## config.mk

```make
export PLATFORM = sky130hd
export DESIGN_NAME = tmrv_timer
export DESIGN_NICKNAME = d
export VERILOG_FILES = /design/src/common/tmrv_pkg.sv /design/src/tmrv_timer.sv
export SDC_FILE = /design/constraint.sdc
export NUM_CORES = 1
export LEC_CHECK = 0
export BUFFER_PORTS_ARGS = -buffer_cell sky130_fd_sc_hd__buf_2
export CORE_MARGIN = 2
export CORE_UTILIZATION = 58
export CTS_BUF_LIST = sky130_fd_sc_hd__clkbuf_8
export CTS_CLUSTER_SIZE = 12
export DETAILED_ROUTE_END_ITERATION = 8
export PLACE_DENSITY = 0.84
export SLEW_MARGIN = 20
export SYNTH_ARGS = -nofsm -noshare
export SYNTH_HDL_FRONTEND = slang
export SYNTH_SLANG_ARGS = --single-unit
```

## constraint.sdc

```tcl
create_clock -name SYS_CLK_I -period 4.8 [get_ports SYS_CLK_I]
set_input_delay 0.48 -clock SYS_CLK_I [delete_from_list [all_inputs] [get_ports SYS_CLK_I]]
set_output_delay 0.48 -clock SYS_CLK_I [all_outputs]
set_load 0.02 [all_outputs]
```

## src/common/tmrv_pkg.sv

```systemverilog
// Operation
// - Eight-bit up-counter clocked by selected source; software reads and writes it anytime.
// - Clear field: 00 never, 01 match A, 10 match B, 11 reset pin rise.
// - After reset-pin clear, trigger enable decides whether counting continues or stops.
// - Overflow from ff to 00 sets the overflow flag.
// - Counter resets to zero.
// - Compare constants A and B are read/write and reset to all ones.
// - Counter equal to constant A sets flag A; interrupt if enabled.
// - Constant B likewise sets flag B and its interrupt; compare B is not suppressed while constant B is written.
// - Compare A is suppressed while constant A is being written.
// - Control0 bit 7 enables flag B interrupt, bit 6 flag A interrupt.
// - Control0 bit 5 enables the overflow interrupt; resets to zero.
// - Clock select 001-011 pick prescaler taps /4 to /128, counted on falling edges.
// - Select 101,110,111 count external clock rise, fall, both; 000/100 stop.
// - Trigger pin edge, rising, falling or both, can start counting.
// - With trigger enabled, clearing halts the count until the next trigger.
// - Matches A and B drive the waveform output independently; when both match in one cycle, only B's select acts.
// - A flag clears only on writing 0 after reading it as 1.
// - Output select: 00 hold, 01 low, 10 high, 11 toggle.
// - Waveform output is 0 after reset until the first match.
// - Trigger edge field: 00 off, 01 rising, 10 falling, 11 both.
package tmrv_pkg;
  localparam logic [3:0] OFS_COUNT    = 4'h0;
  localparam logic [3:0] OFS_CONST_A  = 4'h4;
  localparam logic [3:0] OFS_CONST_B  = 4'h8;
  localparam logic [3:0] OFS_CONTROL0 = 4'hc;
  localparam logic [3:0] OFS_STATUS   = 4'h0;
  localparam logic [4:0] OFS_CONTROL1 = 5'h14;
  localparam logic [4:0] OFS_STAT5    = 5'h10;
  localparam logic [7:0] RST_COUNT    = 8'h00;
  localparam logic [7:0] RST_CONST    = 8'hff;
  localparam logic [7:0] RST_CONTROL0 = 8'h00;
  localparam logic [7:0] STATUS_RSVD  = 8'h10;
  localparam logic [7:0] CONTROL1_RSVD = 8'he2;
  localparam int         BIT_IE_B     = 7;
  localparam int         BIT_IE_A     = 6;
  localparam int         BIT_IE_OV    = 5;
  localparam int         BIT_FLAG_B   = 7;
  localparam int         BIT_FLAG_A   = 6;
  localparam int         BIT_FLAG_OV  = 5;
  localparam int         BIT_TRG_EN   = 2;
  localparam int         BIT_PRE_PICK = 0;
  localparam int         PRESCALE_W   = 7;
  localparam logic [1:0] CLR_NONE     = 2'h0;
  localparam logic [1:0] CLR_MATCH_A  = 2'h1;
  localparam logic [1:0] CLR_MATCH_B  = 2'h2;
  localparam logic [1:0] CLR_PIN      = 2'h3;
  localparam logic [1:0] OUT_HOLD     = 2'h0;
  localparam logic [1:0] OUT_LOW      = 2'h1;
  localparam logic [1:0] OUT_HIGH     = 2'h2;
  localparam logic [1:0] OUT_TOGGLE   = 2'h3;
  localparam logic [1:0] RESP_OKAY    = 2'h0;
  localparam logic [1:0] RESP_SLVERR  = 2'h2;
endpackage : tmrv_pkg

```

## src/tmrv_timer.sv

```systemverilog
`timescale 1ns/10ps
`default_nettype none
module tmrv_timer (
  input  wire logic        SYS_CLK_I,
  input  wire logic        NRST_I,
  input  wire logic [4:0]  AWADDR_I,
  input  wire logic        AWVALID_I,
  output logic             AWREADY_O,
  input  wire logic [31:0] WDATA_I,
  input  wire logic [3:0]  WSTRB_I,
  input  wire logic        WVALID_I,
  output logic             WREADY_O,
  output logic [1:0]       BRESP_O,
  output logic             BVALID_O,
  input  wire logic        BREADY_I,
  input  wire logic [4:0]  ARADDR_I,
  input  wire logic        ARVALID_I,
  output logic             ARREADY_O,
  output logic [31:0]      RDATA_O,
  output logic [1:0]       RRESP_O,
  output logic             RVALID_O,
  input  wire logic        RREADY_I,
  input  wire logic        EXT_CLOCK_PIN_I,
  input  wire logic        EXT_RESET_PIN_I,
  input  wire logic        TRIGGER_PIN_I,
  output logic             WAVEFORM_OUT_PIN_O,
  output logic             IRQ_MATCH_A_O,
  output logic             IRQ_MATCH_B_O,
  output logic             IRQ_OVERFLOW_O
);

  // ------------------------------------------------------------
  // Register storage
  // ------------------------------------------------------------
  logic [7:0] count_r;
  logic [7:0] const_a_r;
  logic [7:0] const_b_r;
  logic [7:0] control0_r;
  logic [4:0] control1_r;
  logic [3:0] out_sel_r;
  logic [2:0] flags_r;
  logic [2:0] flags_seen_r;
  logic       wave_r;
  logic       run_r;

  // ------------------------------------------------------------
  // Bus slave
  // ------------------------------------------------------------
  logic       aw_held_r;
  logic       w_held_r;
  logic [4:0] aw_addr_r;
  logic [7:0] w_data_r;
  logic       w_lane_r;
  logic       bvalid_r;
  logic       rvalid_r;
  logic [31:0] rdata_r;
  logic [1:0] rresp_r;
  logic [1:0] bresp_r;
  logic       wr_fire;
  logic       rd_fire;

  function automatic logic known_addr(input logic [4:0] a);
    known_addr = (a == {1'b0, tmrv_pkg::OFS_COUNT}) || (a == {1'b0, tmrv_pkg::OFS_CONST_A}) ||
                 (a == {1'b0, tmrv_pkg::OFS_CONST_B}) || (a == {1'b0, tmrv_pkg::OFS_CONTROL0}) ||
                 (a == tmrv_pkg::OFS_STAT5) || (a == tmrv_pkg::OFS_CONTROL1);
  endfunction : known_addr

  assign AWREADY_O = !aw_held_r && !bvalid_r;
  assign WREADY_O  = !w_held_r && !bvalid_r;
  assign ARREADY_O = !rvalid_r;
  assign BVALID_O  = bvalid_r;
  assign BRESP_O   = bresp_r;
  assign RVALID_O  = rvalid_r;
  assign RDATA_O   = rdata_r;
  assign RRESP_O   = rresp_r;
  assign wr_fire   = aw_held_r && w_held_r && !bvalid_r;
  assign rd_fire   = ARVALID_I && !rvalid_r;

  always_ff @(posedge SYS_CLK_I or negedge NRST_I) begin
    if (!NRST_I) begin
      aw_held_r <= 1'b0;
      w_held_r  <= 1'b0;
      aw_addr_r <= 5'h00;
      w_data_r  <= 8'h00;
      w_lane_r  <= 1'b0;
      bvalid_r  <= 1'b0;
      bresp_r   <= tmrv_pkg::RESP_OKAY;
    end else begin
      if (AWVALID_I && AWREADY_O) begin
        aw_held_r <= 1'b1;
        aw_addr_r <= {AWADDR_I[4:2], 2'b00};
      end
      if (WVALID_I && WREADY_O) begin
        w_held_r <= 1'b1;
        w_data_r <= WDATA_I[7:0];
        w_lane_r <= WSTRB_I[0];
      end
      if (wr_fire) begin
        aw_held_r <= 1'b0;
        w_held_r  <= 1'b0;
        bvalid_r  <= 1'b1;
        bresp_r   <= known_addr(aw_addr_r) ? tmrv_pkg::RESP_OKAY : tmrv_pkg::RESP_SLVERR;
      end else if (bvalid_r && BREADY_I) begin
        bvalid_r <= 1'b0;
      end
    end
  end

  logic wr_do;
  assign wr_do = wr_fire && w_lane_r;

  logic rd_status;
  logic [4:0] rd_addr;
  assign rd_addr   = {ARADDR_I[4:2], 2'b00};
  assign rd_status = rd_fire && (rd_addr == tmrv_pkg::OFS_STAT5);

  always_ff @(posedge SYS_CLK_I or negedge NRST_I) begin
    if (!NRST_I) begin
      rvalid_r <= 1'b0;
      rdata_r  <= 32'h0000_0000;
      rresp_r  <= tmrv_pkg::RESP_OKAY;
    end else if (rd_fire) begin
      rvalid_r <= 1'b1;
      rresp_r  <= known_addr(rd_addr) ? tmrv_pkg::RESP_OKAY : tmrv_pkg::RESP_SLVERR;
      case (rd_addr)
        {1'b0, tmrv_pkg::OFS_COUNT}:    rdata_r <= {24'h000000, count_r};
        {1'b0, tmrv_pkg::OFS_CONST_A}:  rdata_r <= {24'h000000, const_a_r};
        {1'b0, tmrv_pkg::OFS_CONST_B}:  rdata_r <= {24'h000000, const_b_r};
        {1'b0, tmrv_pkg::OFS_CONTROL0}: rdata_r <= {24'h000000, control0_r};
        tmrv_pkg::OFS_STAT5:            rdata_r <= {24'h000000, flags_r, 1'b1, out_sel_r};
        tmrv_pkg::OFS_CONTROL1:         rdata_r <= {24'h000000, 3'b111, control1_r[4:2], 1'b1, control1_r[0]};
        default:                        rdata_r <= 32'h0000_0000;
      endcase
    end else if (rvalid_r && RREADY_I) begin
      rvalid_r <= 1'b0;
    end
  end

  logic wr_count;
  logic wr_const_a;
  logic wr_const_b;
  logic wr_status;
  assign wr_count   = wr_do && (aw_addr_r == {1'b0, tmrv_pkg::OFS_COUNT});
  assign wr_const_a = wr_do && (aw_addr_r == {1'b0, tmrv_pkg::OFS_CONST_A});
  assign wr_const_b = wr_do && (aw_addr_r == {1'b0, tmrv_pkg::OFS_CONST_B});
  assign wr_status  = wr_do && (aw_addr_r == tmrv_pkg::OFS_STAT5);

  always_ff @(posedge SYS_CLK_I or negedge NRST_I) begin
    if (!NRST_I) begin
      const_a_r  <= tmrv_pkg::RST_CONST;
      const_b_r  <= tmrv_pkg::RST_CONST;
      control0_r <= tmrv_pkg::RST_CONTROL0;
      control1_r <= 5'h00;
      out_sel_r  <= 4'h0;
    end else if (wr_do) begin
      if (wr_const_a) const_a_r <= w_data_r;
      if (wr_const_b) const_b_r <= w_data_r;
      if (aw_addr_r == {1'b0, tmrv_pkg::OFS_CONTROL0}) control0_r <= w_data_r;
      if (aw_addr_r == tmrv_pkg::OFS_CONTROL1) control1_r <= {w_data_r[4:2], 1'b0, w_data_r[0]};
      if (wr_status) out_sel_r <= w_data_r[3:0];
    end
  end

  // ------------------------------------------------------------
  // Pin synchronisers and edge detection
  // ------------------------------------------------------------
  logic [2:0] pin_meta_r;
  logic [2:0] pin_sync_r;
  logic [2:0] pin_last_r;
  logic [2:0] pin_rise;
  logic [2:0] pin_fall;

  always_ff @(posedge SYS_CLK_I or negedge NRST_I) begin
    if (!NRST_I) begin
      pin_meta_r <= 3'b000;
      pin_sync_r <= 3'b000;
      pin_last_r <= 3'b000;
    end else begin
      pin_meta_r <= {TRIGGER_PIN_I, EXT_RESET_PIN_I, EXT_CLOCK_PIN_I};
      pin_sync_r <= pin_meta_r;
      pin_last_r <= pin_sync_r;
    end
  end
  assign pin_rise = pin_sync_r & ~pin_last_r;
  assign pin_fall = ~pin_sync_r & pin_last_r;

  // ------------------------------------------------------------
  // Prescaler and count tick
  // ------------------------------------------------------------
  logic [tmrv_pkg::PRESCALE_W-1:0] pre_r;
  logic [tmrv_pkg::PRESCALE_W-1:0] pre_nxt;
  logic [2:0] cks;
  logic [2:0] tap;
  logic       tick;
  assign cks     = control0_r[2:0];
  assign pre_nxt = pre_r + 7'h01;
  assign tap     = 3'(({1'b0, cks[1:0]} << 1) + {2'b00, control1_r[tmrv_pkg::BIT_PRE_PICK]} - 3'h1);

  always_ff @(posedge SYS_CLK_I or negedge NRST_I) begin
    if (!NRST_I) pre_r <= '0;
    else         pre_r <= pre_nxt;
  end

  always_comb begin
    tick = 1'b0;
    case (cks)
      3'b001, 3'b010, 3'b011: tick = pre_r[tap] && !pre_nxt[tap];
      3'b101:                 tick = pin_rise[0];
      3'b110:                 tick = pin_fall[0];
      3'b111:                 tick = pin_rise[0] || pin_fall[0];
      default:                tick = 1'b0;
    endcase
  end

  // ------------------------------------------------------------
  // Trigger, compare and clear
  // ------------------------------------------------------------
  logic [1:0] trg_edge;
  logic       trg_en;
  logic       trg_hit;
  logic       match_a;
  logic       match_b;
  logic       clr;
  logic       overflow;
  assign trg_edge = control1_r[4:3];
  assign trg_en   = control1_r[tmrv_pkg::BIT_TRG_EN];
  assign trg_hit  = (trg_edge[0] && pin_rise[2]) || (trg_edge[1] && pin_fall[2]);
  logic       same_a;
  logic       same_b;
  logic       same_a_r;
  logic       same_b_r;
  assign same_a   = count_r == const_a_r;
  assign same_b   = count_r == const_b_r;
  // A match is the first cycle of equality. On a slow tap the counter rests on a constant for many
  // clocks, and a level compare would toggle the output and set a cleared flag again on every clock.
  always_ff @(posedge SYS_CLK_I or negedge NRST_I) begin
    if (!NRST_I) begin
      same_a_r <= 1'b0;
      same_b_r <= 1'b0;
    end else begin
      same_a_r <= same_a;
      same_b_r <= same_b;
    end
  end
  assign match_a  = same_a && !same_a_r && !wr_const_a;
  assign match_b  = same_b && !same_b_r;
  always_comb begin
    case (control0_r[4:3])
      tmrv_pkg::CLR_MATCH_A: clr = match_a;
      tmrv_pkg::CLR_MATCH_B: clr = match_b;
      tmrv_pkg::CLR_PIN:     clr = pin_rise[1];
      default:               clr = 1'b0;
    endcase
  end
  assign overflow = tick && run_r && !clr && (count_r == 8'hff);

  always_ff @(posedge SYS_CLK_I or negedge NRST_I) begin
    if (!NRST_I) run_r <= 1'b1;
    else if (!trg_en) run_r <= 1'b1;
    else if (clr) run_r <= 1'b0;
    else if (trg_hit) run_r <= 1'b1;
  end

  always_ff @(posedge SYS_CLK_I or negedge NRST_I) begin
    if (!NRST_I) count_r <= tmrv_pkg::RST_COUNT;
    else if (wr_count) count_r <= w_data_r;
    else if (clr) count_r <= 8'h00;
    else if (tick && run_r) count_r <= count_r + 8'h01;
  end

  // ------------------------------------------------------------
  // Flags: set beats clear; clear needs a prior read of 1
  // ------------------------------------------------------------
  logic [2:0] flag_set;
  logic [2:0] flag_clr;
  assign flag_set = {match_b, match_a, overflow};
  assign flag_clr = wr_status ? (flags_seen_r & ~w_data_r[7:5]) : 3'b000;

  always_ff @(posedge SYS_CLK_I or negedge NRST_I) begin
    if (!NRST_I) begin
      flags_r      <= 3'b000;
      flags_seen_r <= 3'b000;
    end else begin
      flags_r <= flag_set | (flags_r & ~flag_clr);
      if (rd_status) flags_seen_r <= flags_seen_r | flags_r;
      else           flags_seen_r <= flags_seen_r & ~flag_clr & flags_r;
    end
  end

  assign IRQ_MATCH_B_O  = flags_r[2] && control0_r[tmrv_pkg::BIT_IE_B];
  assign IRQ_MATCH_A_O  = flags_r[1] && control0_r[tmrv_pkg::BIT_IE_A];
  assign IRQ_OVERFLOW_O = flags_r[0] && control0_r[tmrv_pkg::BIT_IE_OV];

  // ------------------------------------------------------------
  // Waveform output; B wins when both act in one cycle
  // ------------------------------------------------------------
  function automatic logic out_act(input logic [1:0] sel, input logic cur);
    case (sel)
      tmrv_pkg::OUT_LOW:    out_act = 1'b0;
      tmrv_pkg::OUT_HIGH:   out_act = 1'b1;
      tmrv_pkg::OUT_TOGGLE: out_act = !cur;
      default:              out_act = cur;
    endcase
  endfunction : out_act

  always_ff @(posedge SYS_CLK_I or negedge NRST_I) begin
    if (!NRST_I) wave_r <= 1'b0;
    else if (match_b) wave_r <= out_act(out_sel_r[3:2], wave_r);
    else if (match_a) wave_r <= out_act(out_sel_r[1:0], wave_r);
  end
  assign WAVEFORM_OUT_PIN_O = wave_r;

  // ------------------------------------------------------------
  // Checks
  // ------------------------------------------------------------
  clear_on_a_a: assert property (@(posedge SYS_CLK_I) disable iff (!NRST_I)
    (control0_r[4:3] == tmrv_pkg::CLR_MATCH_A && match_a && !wr_count) |=> count_r == 8'h00)
    else $error("Counter not cleared on match A.");
  ovf_flag_a: assert property (@(posedge SYS_CLK_I) disable iff (!NRST_I)
    overflow |=> flags_r[0])
    else $error("Overflow flag not set.");
  match_flag_a_a: assert property (@(posedge SYS_CLK_I) disable iff (!NRST_I)
    match_a |=> flags_r[1])
    else $error("Flag A not set on match.");
  match_flag_b_a: assert property (@(posedge SYS_CLK_I) disable iff (!NRST_I)
    match_b |=> flags_r[2])
    else $error("Flag B not set on match.");
  write_no_cmp_a: assert property (@(posedge SYS_CLK_I) disable iff (!NRST_I)
    (wr_const_a && !flags_r[1]) |=> !flags_r[1])
    else $error("Compare A active during write.");
  stop_on_clr_a: assert property (@(posedge SYS_CLK_I) disable iff (!NRST_I)
    (trg_en && clr && !wr_count) |=> !run_r && count_r == 8'h00)
    else $error("Count did not halt on clear.");
  out_high_a: assert property (@(posedge SYS_CLK_I) disable iff (!NRST_I)
    (match_a && !match_b && out_sel_r[1:0] == tmrv_pkg::OUT_HIGH) |=> WAVEFORM_OUT_PIN_O)
    else $error("Output not driven high on match A.");
  flag_clear_a: assert property (@(posedge SYS_CLK_I) disable iff (!NRST_I)
    (flags_r[1] && !flags_seen_r[1] && !match_a) |=> flags_r[1])
    else $error("Flag cleared without prior read.");
  tick_count_a: assert property (@(posedge SYS_CLK_I) disable iff (!NRST_I)
    (tick && run_r && !clr && !wr_count) |=> count_r == $past(count_r) + 8'h01)
    else $error("Counter did not advance on tick.");
  wave_hold_a: assert property (@(posedge SYS_CLK_I) disable iff (!NRST_I)
    (!match_a && !match_b) |=> $stable(WAVEFORM_OUT_PIN_O))
    else $error("Output changed without a match.");
  trig_start_a: assert property (@(posedge SYS_CLK_I) disable iff (!NRST_I)
    (trg_en && trg_hit && !clr) |=> run_r)
    else $error("Trigger edge did not start the count.");

endmodule : tmrv_timer
`default_nettype wire

```

# ---- After elaboration in Yosys (flattened, before gate mapping)
# Cells that the tools add are included.
# Widths: inputs -> output; s select.
dict set report classes {
  n_addsub 4
  mul 0
  div 0
  order_cmp 1
  eq_ne 30
  shift 0
  mux 29
  bitwise 12
  reduce_logical 65
}
# cell count
set op_table {}
lappend op_table {{$pmux 8 s6} 1}
lappend op_table {{$logic_and 1x1->1} 27}
lappend op_table {{$mux 8} 3}
lappend op_table {{$eq 3x3->1 const B} 7}
lappend op_table {{$and 3x3->3} 6}
lappend op_table {{$eq 3x2->1 const B} 6}
lappend op_table {{$eq 8x8->1} 2}
lappend op_table {{$mux 1} 15}
lappend op_table {{$eq 2x2->1 const B} 6}
lappend op_table {{$logic_or 1x1->1} 12}
lappend op_table {{$not 3->3} 4}
lappend op_table {{$logic_not 1->1} 10}
lappend op_table {{$logic_not 5->1} 2}
lappend op_table {{$reduce_and 2->1} 5}
lappend op_table {{$reduce_bool 2->1} 5}
lappend op_table {{$eq 3x1->1 const B} 3}
lappend op_table {{$pmux 1 s3} 3}
lappend op_table {{$add 8x1->8 const B} 1}
lappend op_table {{$eq 8x8->1 const B} 1}
lappend op_table {{$add 7x1->7 const B} 1}
lappend op_table {{$bmux 1 s3} 2}
lappend op_table {{$eq 2x1->1 const B} 3}
lappend op_table {{$mux 3} 2}
lappend op_table {{$or 3x3->3} 2}
lappend op_table {{11 further kinds} 12}
dict set report word_totals {
  regBits 118
  latchBits 0
  ram_bits 0
  mem_bits_ro 0
  out_inout_bits 45
  n_memories 0
}

# ---- Depth between registers and ports, before layout
dict set report logic_depth {
  depth_word 11
  mapped_depth 10
}

# ---- Least setup slack after synthesis
# Ideal clock, no wire load.
dict set report synth_path {
  path_kind {register to register}
  startpoint {reg control1_r[0]}
  endpoint {reg flags_r[0]}
  arrival_time_ps 2453
  slack_ps 2243
  stages_incl_launch_ff 10
  n_path_buf 1
  period_less_slack_ps 2557
  cell_sequence {dfrtp_1 > inv_1 > ha_1 > clkbuf_1 > inv_1 > o2111a_1 > a311o_1 > o41ai_4 > nand3_2 > o41ai_2}
}
dict set report synth_via {
  elab_chain_len 11
  word_cells_on_any_way 13
  cone_classes {2 x add/sub; 5 x mux; 1 x bitwise; 5 x reduce/logical}
}
# element line_no
set synth_rtl {}
lappend synth_rtl {{start: declaration} tmrv_timer.sv:39} ;# logic [4:0] control1_r;
lappend synth_rtl {{start signal: assignment} tmrv_timer.sv:159} ;# if (aw_addr_r == tmrv_pkg::OFS_CONTROL1) control1_r <= {w_data_r[4:2], 1'b0, w_data_r[0]};
lappend synth_rtl {{$add 3x1->3 *} tmrv_timer.sv:197} ;# assign tap = 3'(({1'b0, cks[1:0]} << 1) + {2'b00, control1_r[tmrv_pkg::BIT_PRE_PICK]} - 3'h1);
lappend synth_rtl {{$sub 3x1->3 *} tmrv_timer.sv:197}
lappend synth_rtl {{$bmux 1 s3} tmrv_timer.sv:207} ;# 3'b001, 3'b010, 3'b011: tick = pre_r[tap] && !pre_nxt[tap];
lappend synth_rtl {{$mux 1 (implied by the code)} tmrv_timer.sv:207}
lappend synth_rtl {{$logic_not 1->1} tmrv_timer.sv:207}
lappend synth_rtl {{$logic_and 1x1->1 *} tmrv_timer.sv:207}
lappend synth_rtl {{$pmux 1 s4 *} tmrv_timer.sv:206} ;# case (cks)
lappend synth_rtl {{$logic_and 1x1->1 * (3 in a row)} tmrv_timer.sv:255} ;# assign overflow = tick && run_r && !clr && (count_r == 8'hff);
lappend synth_rtl {{$or 3x3->3 *} tmrv_timer.sv:284} ;# flags_r <= flag_set | (flags_r & ~flag_clr);
lappend synth_rtl {{end signal: assignment} tmrv_timer.sv:284}
lappend synth_rtl {{end: declaration} tmrv_timer.sv:41} ;# logic [2:0] flags_r;
# Every way passes the cells marked *; elsewhere a longest branch is shown, timed or not. The select of a mux whose other input is x is not followed.
# A chain may end at the register's enable or synchronous reset.

# ---- Worst setup path in the final report
dict set report layout_path {
  startpoint {reg control1_r[0]}
  endpoint {reg count_r[7]}
}
dict set report layout_via {
  elab_chain_len 9
  word_cells_on_any_way 11
  cone_classes {2 x add/sub; 5 x mux; 4 x reduce/logical}
}
# element line_no
set layout_rtl {}
lappend layout_rtl {{$add 3x1->3 *} tmrv_timer.sv:197}
lappend layout_rtl {{$sub 3x1->3 *} tmrv_timer.sv:197}
lappend layout_rtl {{$bmux 1 s3} tmrv_timer.sv:207}
lappend layout_rtl {{$mux 1 (implied by the code)} tmrv_timer.sv:207}
lappend layout_rtl {{$logic_not 1->1} tmrv_timer.sv:207}
lappend layout_rtl {{$logic_and 1x1->1 *} tmrv_timer.sv:207}
lappend layout_rtl {{$pmux 1 s4 *} tmrv_timer.sv:206}
lappend layout_rtl {{$logic_and 1x1->1 *} tmrv_timer.sv:268} ;# else if (tick && run_r) count_r <= count_r + 8'h01;
lappend layout_rtl {{$reduce_bool 3->1 (no source line) *} -}
lappend layout_rtl {{end signal: assignment} tmrv_timer.sv:265} ;# if (!NRST_I) count_r <= tmrv_pkg::RST_COUNT;
lappend layout_rtl {{end signal: assignment} tmrv_timer.sv:266} ;# else if (wr_count) count_r <= w_data_r;
lappend layout_rtl {{end signal: assignment} tmrv_timer.sv:268}
lappend layout_rtl {{end: declaration} tmrv_timer.sv:35} ;# logic [7:0] count_r;
# Marked as above.

==> flow_metrics.tcl <==
set metrics [dict create \
    clock_sinks 92 \
    ios 101 \
    hp-class "in -> async" \
    row_count 32 \
    start_util 0.606 \
    cp_top_family "compound AO/OA/AOI/OAI gates" \
    drcViolationCount 0 \
    final_antenna_net_count 0 \
    max_stage_delay_ns 0.57 \
    cp_max_fo 9 \
    globalplace.congestion 0.905 \
    fin_crit_sh 0.615 \
    crit_arrival_ns 3.19 \
    crit_required_ns 5.03 \
    vdd_drop_max_mv 0.289 \
    crit_buf_inv 2 \
    holdWs_ns 0.113 \
    status "finished clean" \
    synth-edff-count 0 \
    area_delta_synth_final_pct 8.72 \
    ys_warn_count 0 \
    clockBufferDepth 2 \
    track_usage 0.232 \
    synth_ff_type "dfrtp_1" \
    syn-cell-area_sq_um 4730 \
    slowest_stage "o41ai_4" \
    ys_ff_latch 92 \
    post_cts_buffers 0 \
    synth_cells 436 \
    ff_latch_area_sq_um 2320 \
    gr-total-overflow 0 \
    grt_pass1_vias 3173 \
    nNetsFinal 535 \
    wl_mm 9.72 \
    end_kind "register" \
    timing.slew.headroom 0.380 \
    path_cells "inv_1 > ha_1 > inv_1 > o2111a_1 > a311o_1 > o41ai_4 > nand4_1 > xnor2_1 > o21ai_1" \
    clkSlewWorstSetupHoldPaths_ns 0.09 \
    grt_max_degree 49 \
    die_w_um 94.4 \
    fin_util 0.659 \
    dr.pass1.iters 4 \
    drive_above_1_share 0.283 \
    postSynthAreaPerCell_sq_um 10.9 \
    viasPerCell 5.65 \
    hold_buffers 0 \
    skew_ns 0.00913 \
    fin_crit_ns 2.95 \
    cts.htree.levels 3 \
    root_buffer "clkbuf_8" \
    worstSkewPairLatency_ns 0.36 \
    drv_slew 0 \
    cts_tree "yes" \
    core_area_sq_um 7810 \
    diodes 0 \
    synth_cell_types 55 \
    die-area_sq_um 8900 \
    path_class "reg -> reg" \
    multi_input_area_sq_um 2190 \
    ys_seq_area_frac 0.491 \
    port_buffers 43 \
    postLayoutCellArea_sq_um 5150 \
    setup_viol 0 \
    wl_per_cell_um 16.8 \
    p_leak_nw 2.34 \
    tightest_slew_ns 0.927 \
    async_reset_ff_frac 1.00 \
    grt_pass1_wl_mm 15.7 \
    fmax_mhz 339 \
    rsz0062_at_grt "false" \
    power_density_nw_per_um2 561 \
    placed_area_sq_um 4920 \
    drt-initial-drc-count 174 \
    dp_hpwl_mm 6.87 \
    start_kind "register" \
    fill_cells 603 \
    fin_setup_tns_ns 0 \
    max_cap_violations 0 \
    critPathMostFrequentCell "inv_1" \
    finalHoldViolations 0 \
    post_cts_resized 0 \
    numCtsBuffers 9 \
    die_h_um 94.4 \
    reg2regPathDepth 9 \
    vias 3272 \
    antenna_found_initial 0 \
    cp_num_cells 9 \
]
synthesized netlist by cell type (all sizes together), types with 6 or more instances:
master | count | area share
dfstp | 17 | 0.094
nand3 | 12 | 0.015
dfrtp | 75 | 0.40
buf | 31 | 0.047
xor2 | 14 | 0.026
o21ai | 39 | 0.043
a21oi | 6 | 0.0063
ha | 7 | 0.018
mux2i | 11 | 0.024
nor2 | 17 | 0.013
inv | 13 | 0.010
nand2 | 46 | 0.036
xnor2 | 15 | 0.028
mux2 | 48 | 0.11
and2 | 6 | 0.0079
clkbuf | 14 | 0.011
sequential cells by signal, indices dropped and copies added, names as in the netlist, 3 cells and up:
| name | flops |
|---|---|
| control1_r | 4 |
| control0_r | 8 |
| out_sel_r | 4 |
| pin_sync_r | 3 |
| pin_last_r | 3 |
| pin_meta_r | 3 |
| RDATA_O | 8 |
| flags_seen_r | 3 |
| pre_r | 7 |
| aw_addr_r | 3 |
| count_r | 8 |
| flags_r | 3 |
| w_data_r | 8 |
| const_b_r | 8 |
| const_a_r | 8 |
through the flow:
stage               std cells  total power, mW  setup WS (ns)
floorplan                 461             2.04           2.24
global placement          563             2.26           1.99
detailed placement        563             2.31           1.88
CTS                       579             2.90           1.86
global route              579             3.06           1.69
finish                    579             2.89           1.85
cells in the final DEF, fill, tap and decap left out, types with 4 or more instances in the layout:
cell      count
clkbuf_8     10
dfstp_2      17
nand2b_1      4
nand4_1       4
o211ai_1      5
inv_1        14
nand2_1      46
buf_2        42
and2_1        6
conb_1       26
ha_1          7
nor2b_1       5
o21ai_0      30
and3_1        4
nand3_1      10
a21oi_1       6
nor2_1       17
xor2_1       14
mux2i_1      10
dfrtp_1      75
mux2_2       47
xnor2_1      15
o21ai_1       7
layer usage:
metal / share of wire / up-vias / global-route usage / routed length [um]
met1: 0.44 / 1607 / 0.317 / 4260
met3: 0.066 / 17 / 0.0375 / 640
met4: 0.021 / 0 / 0.0894 / 201
met5: 0 / - / 0 / 0
met2: 0.48 / 117 / 0.376 / 4620
li1: - / 1531 / - / -
worst register-to-register path, cell delays in order (launching register included):
cell      delay (ns)
dfrtp_1         0.54
inv_1           0.16
ha_1            0.47
inv_1           0.09
o2111a_1        0.14
a311o_1         0.36
o41ai_4         0.57
nand4_1         0.22
xnor2_1         0.21
o21ai_1         0.09
path summary, 6_finish.rpt:
check                      slack, ns       endpoint       startpoint
max                             1.85     count_r[7]    control1_r[0]
min                             0.11  pin_meta_r[2]           NRST_I
max reg2reg                     1.85     count_r[7]    control1_r[0]
min reg2reg                     0.35  pin_sync_r[0]    pin_meta_r[0]
max in group asynchronous       3.69   const_a_r[6]           NRST_I
min in group SYS_CLK_I          0.22  pin_meta_r[1]  EXT_RESET_PIN_I
kinds of logic (layout without fill, tap and decap cells):
family / count (synthesis) / in the layout / synth area share
muxes: 59 / 59 / 0.138
xor gates and xnor gates: 29 / 29 / 0.0536
AOI/OAI and AO/OA: 73 / 73 / 0.104
other: 1 / 26 / 0.000792
and+or+nand+nor: 117 / 117 / 0.126
adders and majority gates: 7 / 7 / 0.0185
DFF: 92 / 92 / 0.491
buffers and inverters: 58 / 74 / 0.0679
area by class of cell:
type                            instances  area share
Sequential cell                        92       0.451
Multi-Input combinational cell        311       0.425
Timing Repair Buffer                   45      0.0452
Clock buffer                           10      0.0267
Tap cell                              102      0.0248
Clock inverter                          6      0.0170
Inverter                               13     0.00948
report_power, final:
group	switching (mW)	total (mW)	internal (mW)
Clock	0.272	0.579	0.308
Combinational	0.498	0.955	0.456
Sequential	0.304	1.36	1.05
Total	1.07	2.89	1.82
Power figures use the tool's default switching activity.
